`config.mk`:
```
export PLATFORM = sky130hd
export DESIGN_NAME = psm_phase_config_regs
export DESIGN_NICKNAME = d
export VERILOG_FILES = /design/src/core/psm_cfg_pkg.sv /design/src/core/seq_if.sv /design/src/core/psm_phase_config_regs.sv /design/src/core/level_sync.sv /design/src/core/phase_sequencer.sv
export VERILOG_INCLUDE_DIRS = /design/src /design/src/core
export SDC_FILE = /design/constraint.sdc
export NUM_CORES = 1
export LEC_CHECK = 0
export ABC_AREA = 1
export ABC_CLOCK_PERIOD_IN_PS = 10100
export BUFFER_PORTS_ARGS = -buffer_cell sky130_fd_sc_hd__buf_2
export CORE_MARGIN = 3
export CORE_UTILIZATION = 55
export DETAILED_ROUTE_END_ITERATION = 8
export PLACE_DENSITY = 0.88
export SETUP_SLACK_MARGIN = 0.02
export SYNTH_ARGS = -nofsm -noshare
export SYNTH_HDL_FRONTEND = slang
export SYNTH_SLANG_ARGS = --single-unit
```
`constraint.sdc`:
```
create_clock -name CLK -period 10.1 [get_ports CLK]
set_input_delay 1.515 -clock CLK [delete_from_list [all_inputs] [get_ports CLK]]
set_output_delay 1.515 -clock CLK [all_outputs]
set_load 0.005 [all_outputs]
```
`src/core/psm_cfg_regs.svh`:
```
// Register offsets, field positions, reset values and counts of the phase config bank.
// Function
// - Power-savings bit 0 enables diode emulation in power savings; resets enabled.
// - Power-savings bits 2:1 space phase additions: one, two, four cycles, or all.
// - Power-savings bits 4:3 space phase drops: one, two, four cycles, or all.
// - Power-savings bit 5 clear keeps offset in power savings; set removes it.
// - Phase, droop and slew registers take writes only while power good is low.
// - Phase register bits 6:2 pick active phase count; resets to six phases.
// - Phase register bits 1:0 pick gate drive level; resets to lowest level.
// - Droop register bits 5:4 override power-savings phase count: pins, one, two.
// - Droop register bits 3:2 scale droop: one, off, half, quarter.
// - Droop register bits 1:0 override northbridge droop: pins, off, on.
// - Slew register bits 7:6 pick the voltage change ramp rate.
// - Slew register bit 5 enables both alignment events; resets enabled.
// - Slew register bit 4 picks alignment monitor: sense input or error amplifier.
// - Power-savings bits 7:6 read zero and change nothing.
`ifndef PSM_CFG_REGS_SVH
`define PSM_CFG_REGS_SVH

`define OFS_POWER_SAVINGS 8'h00
`define OFS_PHASE_GATE 8'h04
`define OFS_DROOP_OVERRIDE 8'h08
`define OFS_SLEW_ALIGN 8'h0C
`define OFS_STATUS 8'h10

`define RST_POWER_SAVINGS 8'h01
`define RST_PHASE_GATE 8'h7C
`define RST_DROOP_OVERRIDE 8'h00
`define RST_SLEW_ALIGN 8'h20

`define MASK_POWER_SAVINGS 8'h3F
`define MASK_PHASE_GATE 8'h7F
`define MASK_DROOP_OVERRIDE 8'h3F
`define MASK_SLEW_ALIGN 8'hF0

`define PS_DIODE_BIT 0
`define PS_ADD_LSB 1
`define PS_DROP_LSB 3
`define PS_OFFSET_BIT 5
`define PG_GATE_LSB 0
`define PG_PHASE_LSB 2
`define DR_NB_LSB 0
`define DR_GAIN_LSB 2
`define DR_PSM_LSB 4
`define SA_MON_BIT 4
`define SA_EVT_BIT 5
`define SA_SLEW_LSB 6

`define MAX_PHASES 6
`define GAP_CYCLES_ONE 3'd1
`define GAP_CYCLES_TWO 3'd2
`define GAP_CYCLES_FOUR 3'd4

`endif

```
`src/core/psm_cfg_pkg.sv`:
```
// Types and shared helper functions of the phase config bank.
package psm_cfg_pkg;
   typedef enum logic [1:0] {GAP_ONE, GAP_TWO, GAP_FOUR, GAP_ALL} gap_t;
   typedef enum logic {SEQ_SETTLED, SEQ_STEPPING} seq_state_t;
   typedef logic [2:0] phase_count_t;

   // Returns one more than the leading ones from bit 0; a malformed field counts only its low run.
   function automatic phase_count_t therm_to_count(input logic [4:0] field);
      phase_count_t n;
      n = 3'd1;
      for (int i = 0; i < 5; i++) begin
         if (field[i] && (n == phase_count_t'(i + 1))) begin
            n = phase_count_t'(i + 2);
         end
      end
      return n;
   endfunction : therm_to_count
endpackage : psm_cfg_pkg

```
`src/core/seq_if.sv`:
```
// Carrier between the register bank and the phase sequencer.
`timescale 1ns/1ps
interface seq_if;
   import psm_cfg_pkg::*;
   phase_count_t full_count;
   phase_count_t psm_count;
   logic psm_active;
   gap_t add_gap;
   gap_t drop_gap;
   logic pwm_tick;
   phase_count_t cur_count;
   logic stepping;
   modport bank (
      output full_count, psm_count, psm_active, add_gap, drop_gap, pwm_tick,
      input cur_count, stepping
   );
   modport seq (
      input full_count, psm_count, psm_active, add_gap, drop_gap, pwm_tick,
      output cur_count, stepping
   );
endinterface : seq_if

```
`src/core/psm_phase_config_regs.sv`:
```
// Wishbone register bank holding the power savings and phase configuration.
`timescale 1ns/1ps
`include "psm_cfg_regs.svh"
module psm_phase_config_regs
   import psm_cfg_pkg::*;
(
   input wire logic CLK,
   input wire logic RESET,
   input wire logic CE,
   input wire logic CYC_I,
   input wire logic STB_I,
   input wire logic WE_I,
   input wire logic [7:0] ADR_I,
   input wire logic [3:0] SEL_I,
   input wire logic [31:0] DAT_I,
   output logic [31:0] DAT_O,
   output logic ACK_O,
   input wire logic POWER_GOOD_INPUT,
   input wire logic POWER_SAVINGS_INDICATOR,
   input wire logic PIN_PSM_TWO_PHASES,
   input wire logic PIN_NB_DROOP_ENABLE,
   input wire logic PWM_CYCLE_TICK,
   output logic [5:0] PHASE_ENABLE,
   output logic DIODE_EMULATION,
   output logic OFFSET_APPLIED,
   output logic [1:0] GATE_DRIVE_OPTIMISATION_LEVEL,
   output logic [1:0] DROOP_GAIN_SEL,
   output logic NB_DROOP_ENABLE,
   output logic [1:0] SLEW_RATE_SEL,
   output logic ADAPTIVE_PHASE_ALIGNMENT_EVENTS_EN,
   output logic ALIGNMENT_MONITOR_COMP
);
   // ==========================================================================
   // Pin synchronisers
   // ==========================================================================
   // Power good, the power savings request and the straps come from pins,
   // so each is brought into the clock domain before any logic looks at it.
   logic pgood_s;
   logic psi_s;
   logic strap_two_s;
   logic strap_nb_s;

   level_sync u_sync_pgood (
      .clk(CLK),
      .reset(RESET),
      .ce(CE),
      .d(POWER_GOOD_INPUT),
      .q(pgood_s)
   );

   level_sync u_sync_psi (
      .clk(CLK),
      .reset(RESET),
      .ce(CE),
      .d(POWER_SAVINGS_INDICATOR),
      .q(psi_s)
   );

   level_sync u_sync_strap_two (
      .clk(CLK),
      .reset(RESET),
      .ce(CE),
      .d(PIN_PSM_TWO_PHASES),
      .q(strap_two_s)
   );

   level_sync u_sync_strap_nb (
      .clk(CLK),
      .reset(RESET),
      .ce(CE),
      .d(PIN_NB_DROOP_ENABLE),
      .q(strap_nb_s)
   );

   // ==========================================================================
   // Configuration registers
   // ==========================================================================
   logic [7:0] power_savings_control_reg;
   logic [7:0] phase_count_gate_level_reg;
   logic [7:0] droop_and_psm_phase_override_reg;
   logic [7:0] slew_and_alignment_control_reg;

   // ==========================================================================
   // Wishbone slave
   // ==========================================================================
   // Every access is answered one enabled cycle after the strobe is seen, so
   // while CE is high the master never waits more than one clock. Unmapped addresses read zero
   // and drop writes, but are still acknowledged to keep the bus alive.
   logic ack_reg;
   logic [31:0] rdata_reg;
   logic req;
   logic wr_req;
   logic wr_ps;
   logic wr_pg;
   logic wr_dr;
   logic wr_sa;
   logic cfg_unlocked;
   logic [31:0] rdata_next;
   logic [31:0] status_word;

   assign req = CYC_I && STB_I && !ack_reg;
   assign wr_req = req && WE_I && SEL_I[0];
   // Phase, droop and slew writes are refused while power good is seen high; power-savings writes still land.
   assign cfg_unlocked = !pgood_s;
   assign wr_ps = wr_req && (ADR_I == `OFS_POWER_SAVINGS);
   assign wr_pg = wr_req && cfg_unlocked && (ADR_I == `OFS_PHASE_GATE);
   assign wr_dr = wr_req && cfg_unlocked && (ADR_I == `OFS_DROOP_OVERRIDE);
   assign wr_sa = wr_req && cfg_unlocked && (ADR_I == `OFS_SLEW_ALIGN);

   always_ff @(posedge CLK) begin
      if (RESET) begin
         ack_reg <= 1'b0;
      end else if (CE) begin
         ack_reg <= req;
      end
   end

   always_ff @(posedge CLK) begin
      if (RESET) begin
         power_savings_control_reg <= `RST_POWER_SAVINGS;
      end else if (CE && wr_ps) begin
         // Reserved bits are never stored, so they read zero and act on nothing.
         power_savings_control_reg <= DAT_I[7:0] & `MASK_POWER_SAVINGS;
      end
   end

   always_ff @(posedge CLK) begin
      if (RESET) begin
         phase_count_gate_level_reg <= `RST_PHASE_GATE;
      end else if (CE && wr_pg) begin
         phase_count_gate_level_reg <= DAT_I[7:0] & `MASK_PHASE_GATE;
      end
   end

   always_ff @(posedge CLK) begin
      if (RESET) begin
         droop_and_psm_phase_override_reg <= `RST_DROOP_OVERRIDE;
      end else if (CE && wr_dr) begin
         droop_and_psm_phase_override_reg <= DAT_I[7:0] & `MASK_DROOP_OVERRIDE;
      end
   end

   always_ff @(posedge CLK) begin
      if (RESET) begin
         slew_and_alignment_control_reg <= `RST_SLEW_ALIGN;
      end else if (CE && wr_sa) begin
         slew_and_alignment_control_reg <= DAT_I[7:0] & `MASK_SLEW_ALIGN;
      end
   end

   // ==========================================================================
   // Read path
   // ==========================================================================
   seq_if sif ();

   assign status_word = {24'h000000, sif.stepping, sif.cur_count, 1'b0,
                         strap_two_s, psi_s, pgood_s};

   always_comb begin
      rdata_next = 32'h00000000;
      case (ADR_I)
         `OFS_POWER_SAVINGS: rdata_next = {24'h000000, power_savings_control_reg};
         `OFS_PHASE_GATE: rdata_next = {24'h000000, phase_count_gate_level_reg};
         `OFS_DROOP_OVERRIDE: rdata_next = {24'h000000, droop_and_psm_phase_override_reg};
         `OFS_SLEW_ALIGN: rdata_next = {24'h000000, slew_and_alignment_control_reg};
         `OFS_STATUS: rdata_next = status_word;
         default: rdata_next = 32'h00000000;
      endcase
   end

   always_ff @(posedge CLK) begin
      if (RESET) begin
         rdata_reg <= 32'h00000000;
      end else if (CE) begin
         if (req && !WE_I) begin
            rdata_reg <= rdata_next;
         end else begin
            rdata_reg <= 32'h00000000;
         end
      end
   end

   assign ACK_O = ack_reg;
   assign DAT_O = rdata_reg;

   // ==========================================================================
   // Phase sequencing
   // ==========================================================================
   // The phase field is decoded as a thermometer; a field with a gap counts
   // only its unbroken low run, which keeps the count safe but is not defined.
   phase_count_t full_count;
   phase_count_t psm_count;
   logic [1:0] psm_override;

   assign full_count = therm_to_count(phase_count_gate_level_reg[`PG_PHASE_LSB +: 5]);
   assign psm_override = droop_and_psm_phase_override_reg[`DR_PSM_LSB +: 2];

   always_comb begin
      if (psm_override[1]) begin
         psm_count = psm_override[0] ? 3'd2 : 3'd1;
      end else begin
         psm_count = strap_two_s ? 3'd2 : 3'd1;
      end
   end

   assign sif.full_count = full_count;
   assign sif.psm_count = psm_count;
   assign sif.psm_active = psi_s;
   assign sif.add_gap = gap_t'(power_savings_control_reg[`PS_ADD_LSB +: 2]);
   assign sif.drop_gap = gap_t'(power_savings_control_reg[`PS_DROP_LSB +: 2]);
   assign sif.pwm_tick = PWM_CYCLE_TICK;

   phase_sequencer u_seq (
      .clk(CLK),
      .reset(RESET),
      .ce(CE),
      .sif(sif)
   );

   // ==========================================================================
   // Output decode
   // ==========================================================================
   function automatic logic [5:0] count_to_enables(input phase_count_t n);
      logic [5:0] en;
      en = 6'h00;
      for (int i = 0; i < `MAX_PHASES; i++) begin
         if (phase_count_t'(i) < n) begin
            en[i] = 1'b1;
         end
      end
      return en;
   endfunction : count_to_enables

   always_ff @(posedge CLK) begin
      if (RESET) begin
         PHASE_ENABLE <= 6'h3F;
      end else if (CE) begin
         PHASE_ENABLE <= count_to_enables(sif.cur_count);
      end
   end

   always_ff @(posedge CLK) begin
      if (RESET) begin
         DIODE_EMULATION <= 1'b0;
         OFFSET_APPLIED <= 1'b1;
      end else if (CE) begin
         DIODE_EMULATION <= psi_s && power_savings_control_reg[`PS_DIODE_BIT];
         OFFSET_APPLIED <= !(psi_s && power_savings_control_reg[`PS_OFFSET_BIT]);
      end
   end

   always_ff @(posedge CLK) begin
      if (RESET) begin
         GATE_DRIVE_OPTIMISATION_LEVEL <= 2'h0;
         DROOP_GAIN_SEL <= 2'h0;
         NB_DROOP_ENABLE <= 1'b0;
      end else if (CE) begin
         GATE_DRIVE_OPTIMISATION_LEVEL <= phase_count_gate_level_reg[`PG_GATE_LSB +: 2];
         DROOP_GAIN_SEL <= droop_and_psm_phase_override_reg[`DR_GAIN_LSB +: 2];
         if (droop_and_psm_phase_override_reg[`DR_NB_LSB + 1]) begin
            NB_DROOP_ENABLE <= droop_and_psm_phase_override_reg[`DR_NB_LSB];
         end else begin
            NB_DROOP_ENABLE <= strap_nb_s;
         end
      end
   end

   always_ff @(posedge CLK) begin
      if (RESET) begin
         SLEW_RATE_SEL <= 2'h0;
         ADAPTIVE_PHASE_ALIGNMENT_EVENTS_EN <= 1'b1;
         ALIGNMENT_MONITOR_COMP <= 1'b0;
      end else if (CE) begin
         SLEW_RATE_SEL <= slew_and_alignment_control_reg[`SA_SLEW_LSB +: 2];
         ADAPTIVE_PHASE_ALIGNMENT_EVENTS_EN <= slew_and_alignment_control_reg[`SA_EVT_BIT];
         ALIGNMENT_MONITOR_COMP <= slew_and_alignment_control_reg[`SA_MON_BIT];
      end
   end
endmodule : psm_phase_config_regs

```
`src/core/level_sync.sv`:
```
// Two-flop synchroniser for a level arriving from outside the clock domain.
`timescale 1ns/1ps
module level_sync (
   input wire logic clk,
   input wire logic reset,
   input wire logic ce,
   input wire logic d,
   output logic q
);
   logic meta_reg;

   always_ff @(posedge clk) begin
      if (reset) begin
         meta_reg <= 1'b0;
         q <= 1'b0;
      end else if (ce) begin
         meta_reg <= d;
         q <= meta_reg;
      end
   end
endmodule : level_sync

```
`src/core/phase_sequencer.sv`:
```
// Steps the active phase count toward its target, pacing each step in PWM cycles, or jumping straight to it when the gap is GAP_ALL.
`timescale 1ns/1ps
`include "psm_cfg_regs.svh"
module phase_sequencer
   import psm_cfg_pkg::*;
(
   input wire logic clk,
   input wire logic reset,
   input wire logic ce,
   seq_if.seq sif
);
   phase_count_t target;
   phase_count_t count_reg;
   logic [2:0] gap_cnt_reg;
   logic [2:0] gap_len;
   gap_t gap;
   seq_state_t state_reg;

   function automatic logic [2:0] gap_cycles(input gap_t g);
      case (g)
         GAP_TWO: return `GAP_CYCLES_TWO;
         GAP_FOUR: return `GAP_CYCLES_FOUR;
         default: return `GAP_CYCLES_ONE;
      endcase
   endfunction : gap_cycles

   // Power savings never raises the count above the configured full count.
   always_comb begin
      target = sif.full_count;
      if (sif.psm_active && (sif.psm_count < sif.full_count)) begin
         target = sif.psm_count;
      end
      gap = (target < count_reg) ? sif.drop_gap : sif.add_gap;
      gap_len = gap_cycles(gap);
   end

   always_ff @(posedge clk) begin
      if (reset) begin
         count_reg <= phase_count_t'(`MAX_PHASES);
         gap_cnt_reg <= 3'h0;
         state_reg <= SEQ_SETTLED;
      end else if (ce) begin
         case (state_reg)
            SEQ_SETTLED: begin
               gap_cnt_reg <= 3'h0;
               if (count_reg != target) begin
                  state_reg <= SEQ_STEPPING;
               end
            end
            SEQ_STEPPING: begin
               if (count_reg == target) begin
                  state_reg <= SEQ_SETTLED;
               end else if (gap == GAP_ALL) begin
                  count_reg <= target;
                  state_reg <= SEQ_SETTLED;
               end else if (sif.pwm_tick) begin
                  if (gap_cnt_reg + 3'd1 >= gap_len) begin
                     gap_cnt_reg <= 3'h0;
                     count_reg <= (target < count_reg) ? count_reg - 3'd1
                                                       : count_reg + 3'd1;
                  end else begin
                     gap_cnt_reg <= gap_cnt_reg + 3'd1;
                  end
               end
            end
            default: state_reg <= SEQ_SETTLED;
         endcase
      end
   end

   assign sif.cur_count = count_reg;
   assign sif.stepping = (state_reg == SEQ_STEPPING);
endmodule : phase_sequencer

```
# --- After elaboration in Yosys (flattened, before gate mapping) ---
# Index checks and enable logic that the tools add are counted.
word_totals:
  ff_bits: 88
op_classes:
  reduce_logical: 30
  magnitude_cmp: 9
  add_sub_neg: 3
  mux: 33
  n_eq_ne: 16
  n_bitwise: 2
op_table:
  columns: ["operator", "count"]
  rows:
  - ["case mux 8 bit (5 select lines)", 1]
  - ["2-to-1 mux 3 bit", 13]
  - ["2-to-1 mux 32 bit", 1]
  - ["logical AND 1 bit", 21]
  - ["equality test 8 x 4 -> 1 bit, second input constant", 2]
  - ["case mux 3 bit (2 select lines)", 2]
  - ["2-to-1 mux 1 bit", 10]
  - ["2-to-1 mux 2 bit", 5]
  - ["equality test 8 x 3 -> 1 bit, second input constant", 1]
  - ["equality test 8 x 5 -> 1 bit, second input constant", 1]
  - ["zero test 8 bit", 1]
  - ["adder 3 x 1 -> 3 bit, second input constant", 2]
  - ["equality test 3 x 2 -> 1 bit, second input constant", 2]
  - ["equality test 3 bit, second input constant", 2]
  - ["less-than comparator 1 x 3 -> 1 bit, first input constant", 2]
  - ["less-than comparator 2 x 3 -> 1 bit, first input constant", 2]
  - ["less-than comparator 3 bit, first input constant", 2]
  - ["!= test 2 bit, second input constant", 3]
  - ["AND reduction 5 bit", 1]
  - ["equality test 2 bit, second input constant", 2]
  - ["zero test 1 bit", 4]
  - ["AND reduction 4 bit", 1]
  - ["nonzero test 2 bit", 2]
  - ["equality test 3 bit", 1]
  - ["8 further kinds", 9]

# --- Logic depth before layout (Yosys ltp) ---
logic_depth:
  depth_word: 26
  ltp_mapped: 30
  ltp_nobuf: 30

# --- Hierarchy ---
# From an unflattened synthesis, not the netlist that was laid out.
unflattened:
  cells_unflattened: 486
  hier_area_um2: 3443.3
modules_own_cells:
  columns: ["module", "cells_each", "n_inst", "area_per_inst_um2"]
  rows:
  - ["psm_phase_config_regs", 317, 1, 2349.8]
  - ["phase_sequencer", 117, 1, 768.2]
  - ["level_sync", 13, 4, 81.3]

# --- Worst setup path after synthesis ---
# Ideal clock, no wire load.
synth_timing:
  path_kind: "flip-flop to flip-flop"
  start: "reg phase_count_gate_level_reg[2]"
  end: "reg u_seq.count_reg[2] (netlist: u_seq.sif.cur_count[2])"
  arrival_time_ns: 3.413
  path_stages_with_launch: 24
  slack_ns: 6.561
  setup_ns: 0.126
  path_cell_list: "dfxtp_1 nand3_1 a21oi_1 ha_1 nand2_1 inv_1 nand2_1 nand4_1 nand2_1 inv_1 ha_1 nand2_1 o21ai_1 o21ai_0 ha_1 inv_1 ha_1 nand3_1 nand3_1 nand2_1 nand2_1 nand4_1 a21oi_1 o21ai_0"
synth_via:
  elab_chain_len: 23
  elab_cells_between_ends: 32
  cone_classes: "order compare (3); eq/ne (8); mux (12); bitwise (1); reduce/logical (8)"
synth_lines:
  columns: ["element", "line", "rtl"]
  rows:
  - ["start, declared", "psm_phase_config_regs.sv:79", "logic [7:0] phase_count_gate_level_reg;"]
  - ["start signal, assigned", "psm_phase_config_regs.sv:129", "phase_count_gate_level_reg <= `RST_PHASE_GATE;"]
  - ["start signal, assigned", "psm_phase_config_regs.sv:131", "phase_count_gate_level_reg <= DAT_I[7:0] & `MASK_PHASE_GATE;"]
  - ["2-to-1 mux 2 bit (*)", "psm_cfg_pkg.sv:12", "if (field[i] && (n == phase_count_t'(i + 1))) begin"]
  - ["equality test 3 x 2 -> 1 bit", "psm_cfg_pkg.sv:12", null]
  - ["logical AND 1 bit", "psm_cfg_pkg.sv:12", null]
  - ["2-to-1 mux 3 bit (*)", "psm_cfg_pkg.sv:12", null]
  - ["equality test 3 x 2 -> 1 bit", "psm_cfg_pkg.sv:12", null]
  - ["logical AND 1 bit", "psm_cfg_pkg.sv:12", null]
  - ["2-to-1 mux 3 bit (*)", "psm_cfg_pkg.sv:12", null]
  - ["equality test 3 bit", "psm_cfg_pkg.sv:12", null]
  - ["(+7 left out)", null, null]
  - ["2-to-1 mux 3 bit (*)", "phase_sequencer.sv:30", "if (sif.psm_active && (sif.psm_count < sif.full_count)) begin"]
  - ["less-than comparator 3 bit", "phase_sequencer.sv:33, phase_sequencer.sv:59", null]
  - ["2-to-1 mux 2 bit", "phase_sequencer.sv:33", "gap = (target < count_reg) ? sif.drop_gap : sif.add_gap;"]
  - ["equality test 2 bit or equality test 2 x 1 -> 1 bit (tied branches)", "phase_sequencer.sv:20", "case (g)"]
  - ["case mux 3 bit (2 select lines)", "phase_sequencer.sv:20", null]
  - ["greater-or-equal comparator 3 bit", "phase_sequencer.sv:57", "if (gap_cnt_reg + 3'd1 >= gap_len) begin"]
  - ["nonzero test 2 bit (no line)", null, null]
  - ["AND reduction 5 bit (no line)", null, null]
  - ["end signal, assigned", "phase_sequencer.sv:39", "count_reg <= phase_count_t'(`MAX_PHASES);"]
  - ["end signal, assigned", "phase_sequencer.sv:54", "count_reg <= target;"]
  - ["end signal, assigned", "phase_sequencer.sv:59", "count_reg <= (target < count_reg) ? count_reg - 3'd1"]
  - ["end, declared", "phase_sequencer.sv:13", "phase_count_t count_reg;"]
# Every way passes the cells marked *; elsewhere a longest branch is shown, timed or not. The select of a mux whose other input is x is not followed.
# A chain may end at the register's enable or synchronous reset.

# --- Worst setup path after layout ---
layout_timing:
  start: "reg phase_count_gate_level_reg[2]"
  end: "reg u_seq.count_reg[0] (netlist: u_seq.sif.cur_count[0])"
# Same word-level chain as after synthesis.

==> flow_summary.yaml <==
power_and_ir_drop:
  power.ir.vdd_worst_v: 0.000114
  report.power.total_mw: 0.553
  power.static_leakage_nw: 1.79
  cellPowerDensity_nw_per_um2: 148
clock_network:
  cts-root-to-sink-buffers: 2
  cts_tree: "yes"
  cts_repair_resize_count: 0
  root_buffer_cell: "sky130_fd_sc_hd__clkbuf_8"
  cts_buf_count: 9
  cts_hold_buffers: 0
  cts.clk_slew.worst_paths_ns: 0.07
  tritoncts_num_sinks: 64
  clk_latency_ns: 0.35
  postCtsSetupBuffers: 0
  htreeDepth: 3
placement:
  dp_hpwl_um: 5680
  postPlaceCellArea_um2: 3520
  port_buffers: 53
  routability_cong: 0.949
  place_worst_setup_slack_ns: 6.04
floorplan:
  floorplan.core_area_um2: 5680
  std_cell_rows: 27
  dieWidth_um: 83.6
  effective_utilization_at_floorplan: 0.583
  floorplan.die.height_um: 83.6
  overall_die_area_um2: 6990
  design.portCount: 105
sta:
  fin_setup_tns_ns: 0
  layout_worst_path_cycle_share: 0.410
  fin_skew_ns: 0.00753
  rsz0062_at_grt: "false"
  layout_min_cycle_time_ns: 4.14
  hold-worst-slack_ns: 0.463
  setup_viol_count_final: 0
  max_slew.worst_pin.slew_ns: 1.11
  timing.slew.headroom: 0.257
  report.final.slew_viol_count: 0
  worst_slack_ns: 5.96
  finalHoldViolCount: 0
  fmaxAchievable_mhz: 241
finish:
  n_antenna_cell: 0
  design_area_um2: 3740
  final_net_count: 572
  area_growth_pct: 12.9
  final_layout_size_suffix_gt1_frac: 0.191
  largest_reg_flops: 8
detailed_routing:
  routed_wire_length_um: 7540
  route.vias.total: 3045
  first_iter_violations: 197
  wl_per_cell_um: 13.0
  drt-pass1-iter-count: 5
  drt-vias-per-instance: 5.25
  post-route-drc-count: 0
  route.antenna.remaining_nets: 0
yosys:
  post-synth-top-area-fraction: 0.387
  seq_area_frac_synth: 0.387
  post_synth_inst_count: 453
  netlist_top_cells_area: "sky130_fd_sc_hd__dfxtp_1, sky130_fd_sc_hd__nand2_1, sky130_fd_sc_hd__a21oi_1"
  yosys_warnings: 0
  mean_instance_size_in_the_synthesized_netlist_um2: 7.31
  synth_area_leader_cell: "sky130_fd_sc_hd__dfxtp_1"
  synth_seq_cells: 64
  synth_area_um2: 3310
  synth_cell_type_count: 34
global_routing:
  grt_util_met2: 0.355
  global_route.overflow_total: 0
  antenna_violations_before_repair: 0
  globalRouteMet3Util: 0.0494
  grt.total_usage: 0.223
  met1_usage: 0.293
  wire_length_of_the_first_global_routing_pass_um: 12900
  grt_start_max_net_pins: 44
  busiest_layer: "met2"
  first_global_vias: 2836
run_status:
  run_status: "finished clean"
setup_path:
  timing.critical_path.fanout_max: 7
  critical_path.endpoint_type: "flop"
  worstPathRequired_ns: 10.37
  worst-endpoint-arrival_ns: 4.41
  critPathKind: "flop to flop"
  critPathLaunchType: "flop"
flow_run:
  cap_violations: 0
worst_hold_path:
  hold_class: "flop to flop"
layer usage:
metal / wire [µm] / up-vias / part of all wire
met4: 204 / 0 / 0.027
met1: 3400 / 1370 / 0.45
met5: 0 / - / 0
li1: - / 1528 / -
met2: 3420 / 127 / 0.45
met3: 522 / 20 / 0.069
Yosys cell counts, drive strengths merged:
| library cell | count |
|---|---|
| inv | 48 |
| nand2 | 84 |
| nand4 | 2 |
| o22ai | 1 |
| xnor2 | 1 |
| or2 | 1 |
| nor3 | 4 |
| nor2 | 60 |
| nand3 | 27 |
| nor4 | 1 |
| o21ai | 53 |
| a21oi | 40 |
| buf | 27 |
| dfxtp | 64 |
| clkbuf | 10 |
| o211ai | 8 |
| ha | 14 |
| nand3b | 2 |
| o311ai | 1 |
| a211o | 1 |
| xor2 | 3 |
| conb | 1 |
critical path, stage by stage (launching register included):
cell                      delay, ns
sky130_fd_sc_hd__dfxtp_1       0.44
sky130_fd_sc_hd__nand3_1       0.21
sky130_fd_sc_hd__a21oi_1       0.26
sky130_fd_sc_hd__ha_1          0.26
sky130_fd_sc_hd__nand2_1       0.06
sky130_fd_sc_hd__inv_1         0.04
sky130_fd_sc_hd__nand2_1       0.08
sky130_fd_sc_hd__nand4_1       0.10
sky130_fd_sc_hd__nand2_1       0.11
sky130_fd_sc_hd__inv_1         0.05
sky130_fd_sc_hd__ha_1          0.28
sky130_fd_sc_hd__nand2_1       0.05
sky130_fd_sc_hd__o21ai_1       0.38
sky130_fd_sc_hd__o21ai_0       0.25
sky130_fd_sc_hd__ha_1          0.34
sky130_fd_sc_hd__inv_1         0.04
sky130_fd_sc_hd__ha_1          0.27
sky130_fd_sc_hd__nand3_1       0.07
sky130_fd_sc_hd__nand3_1       0.11
sky130_fd_sc_hd__nand2_1       0.06
sky130_fd_sc_hd__nand2_1       0.05
sky130_fd_sc_hd__nand4_1       0.20
sky130_fd_sc_hd__nand2_1       0.13
sky130_fd_sc_hd__nand2_1       0.05
sky130_fd_sc_hd__a21oi_1       0.17
report_power, final:
part / internal, mW / switching (mW)
Clock: 0.139 / 0.106
Combinational: 0.0158 / 0.0301
Sequential: 0.259 / 0.00363
per-stage QoR:
| stage | util | cells |
|---|---|---|
| 2_1_floorplan | - | 476 |
| 3_3_place_gp | 0.620 | 564 |
| 3_5_place_dp | 0.620 | 564 |
| 4_1_cts | 0.659 | 580 |
| 5_1_grt | 0.659 | 580 |
| 6_report | 0.659 | 580 |
logic make-up (layout without fill, tap and decap cells):
kind of cell	after synthesis	in the layout	synth area share
adders and majority gates	14	14	0.0529
other	1	24	0.00113
AOI/OAI and AO/OA	104	104	0.169
and+or+nand+nor	181	181	0.254
buffers and inverters	85	117	0.125
DFF	64	64	0.387
xor gates and xnor gates	4	4	0.0106
layout by cell type, fill, tap and decap left out, types with 2 or more instances in the layout:
master                      netlist  final
sky130_fd_sc_hd__nor2_1          51     51
sky130_fd_sc_hd__nand3_1         26     26
sky130_fd_sc_hd__inv_1           39     39
sky130_fd_sc_hd__o211ai_1         8      8
sky130_fd_sc_hd__nor3_1           2      2
sky130_fd_sc_hd__o21ai_0         29     29
sky130_fd_sc_hd__buf_2            1     53
sky130_fd_sc_hd__clkinv_4         0      3
sky130_fd_sc_hd__nor3_2           2      2
sky130_fd_sc_hd__dfxtp_1         64     64
sky130_fd_sc_hd__conb_1           1     24
sky130_fd_sc_hd__nand4_1          2      2
sky130_fd_sc_hd__nor2_8           2      2
sky130_fd_sc_hd__inv_2            9      9
sky130_fd_sc_hd__nand2_2          4      4
sky130_fd_sc_hd__ha_1            14     14
sky130_fd_sc_hd__nor2_2           4      4
sky130_fd_sc_hd__bufinv_16        0      2
sky130_fd_sc_hd__clkbuf_8         0      9
sky130_fd_sc_hd__o21ai_1         24     24
sky130_fd_sc_hd__xor2_1           3      3
sky130_fd_sc_hd__clkinv_2         0      2
sky130_fd_sc_hd__nand2_1         80     80
sky130_fd_sc_hd__nor2_4           3      3
sky130_fd_sc_hd__a21oi_1         39     39
area by class of cell:
cell class | count | area, µm²
fillers | 510 | 1940
multi-input cells | 327 | 1700
clock inverters | 7 | 96.3
repair buffers | 53 | 265
well taps | 72 | 90.1
flip-flops and latches | 64 | 1280
clock buffers | 9 | 124
inverters | 48 | 180
final timing paths:
path	from	end	slack, ns	depth (start not counted)
worst max-delay path	phase_count_gate_level_reg[2]$_SDFFE_PP1P_	u_seq.sif.cur_count[0]$_SDFFE_PP0P_	5.96	24
worst min-delay path	PHASE_ENABLE[3]$_SDFFE_PP1P_	PHASE_ENABLE[3]$_SDFFE_PP1P_	0.46	2
worst max register to register	phase_count_gate_level_reg[2]$_SDFFE_PP1P_	u_seq.sif.cur_count[0]$_SDFFE_PP0P_	5.96	24
worst min register to register	PHASE_ENABLE[3]$_SDFFE_PP1P_	PHASE_ENABLE[3]$_SDFFE_PP1P_	0.46	2
Power figures use the tool's default switching activity.
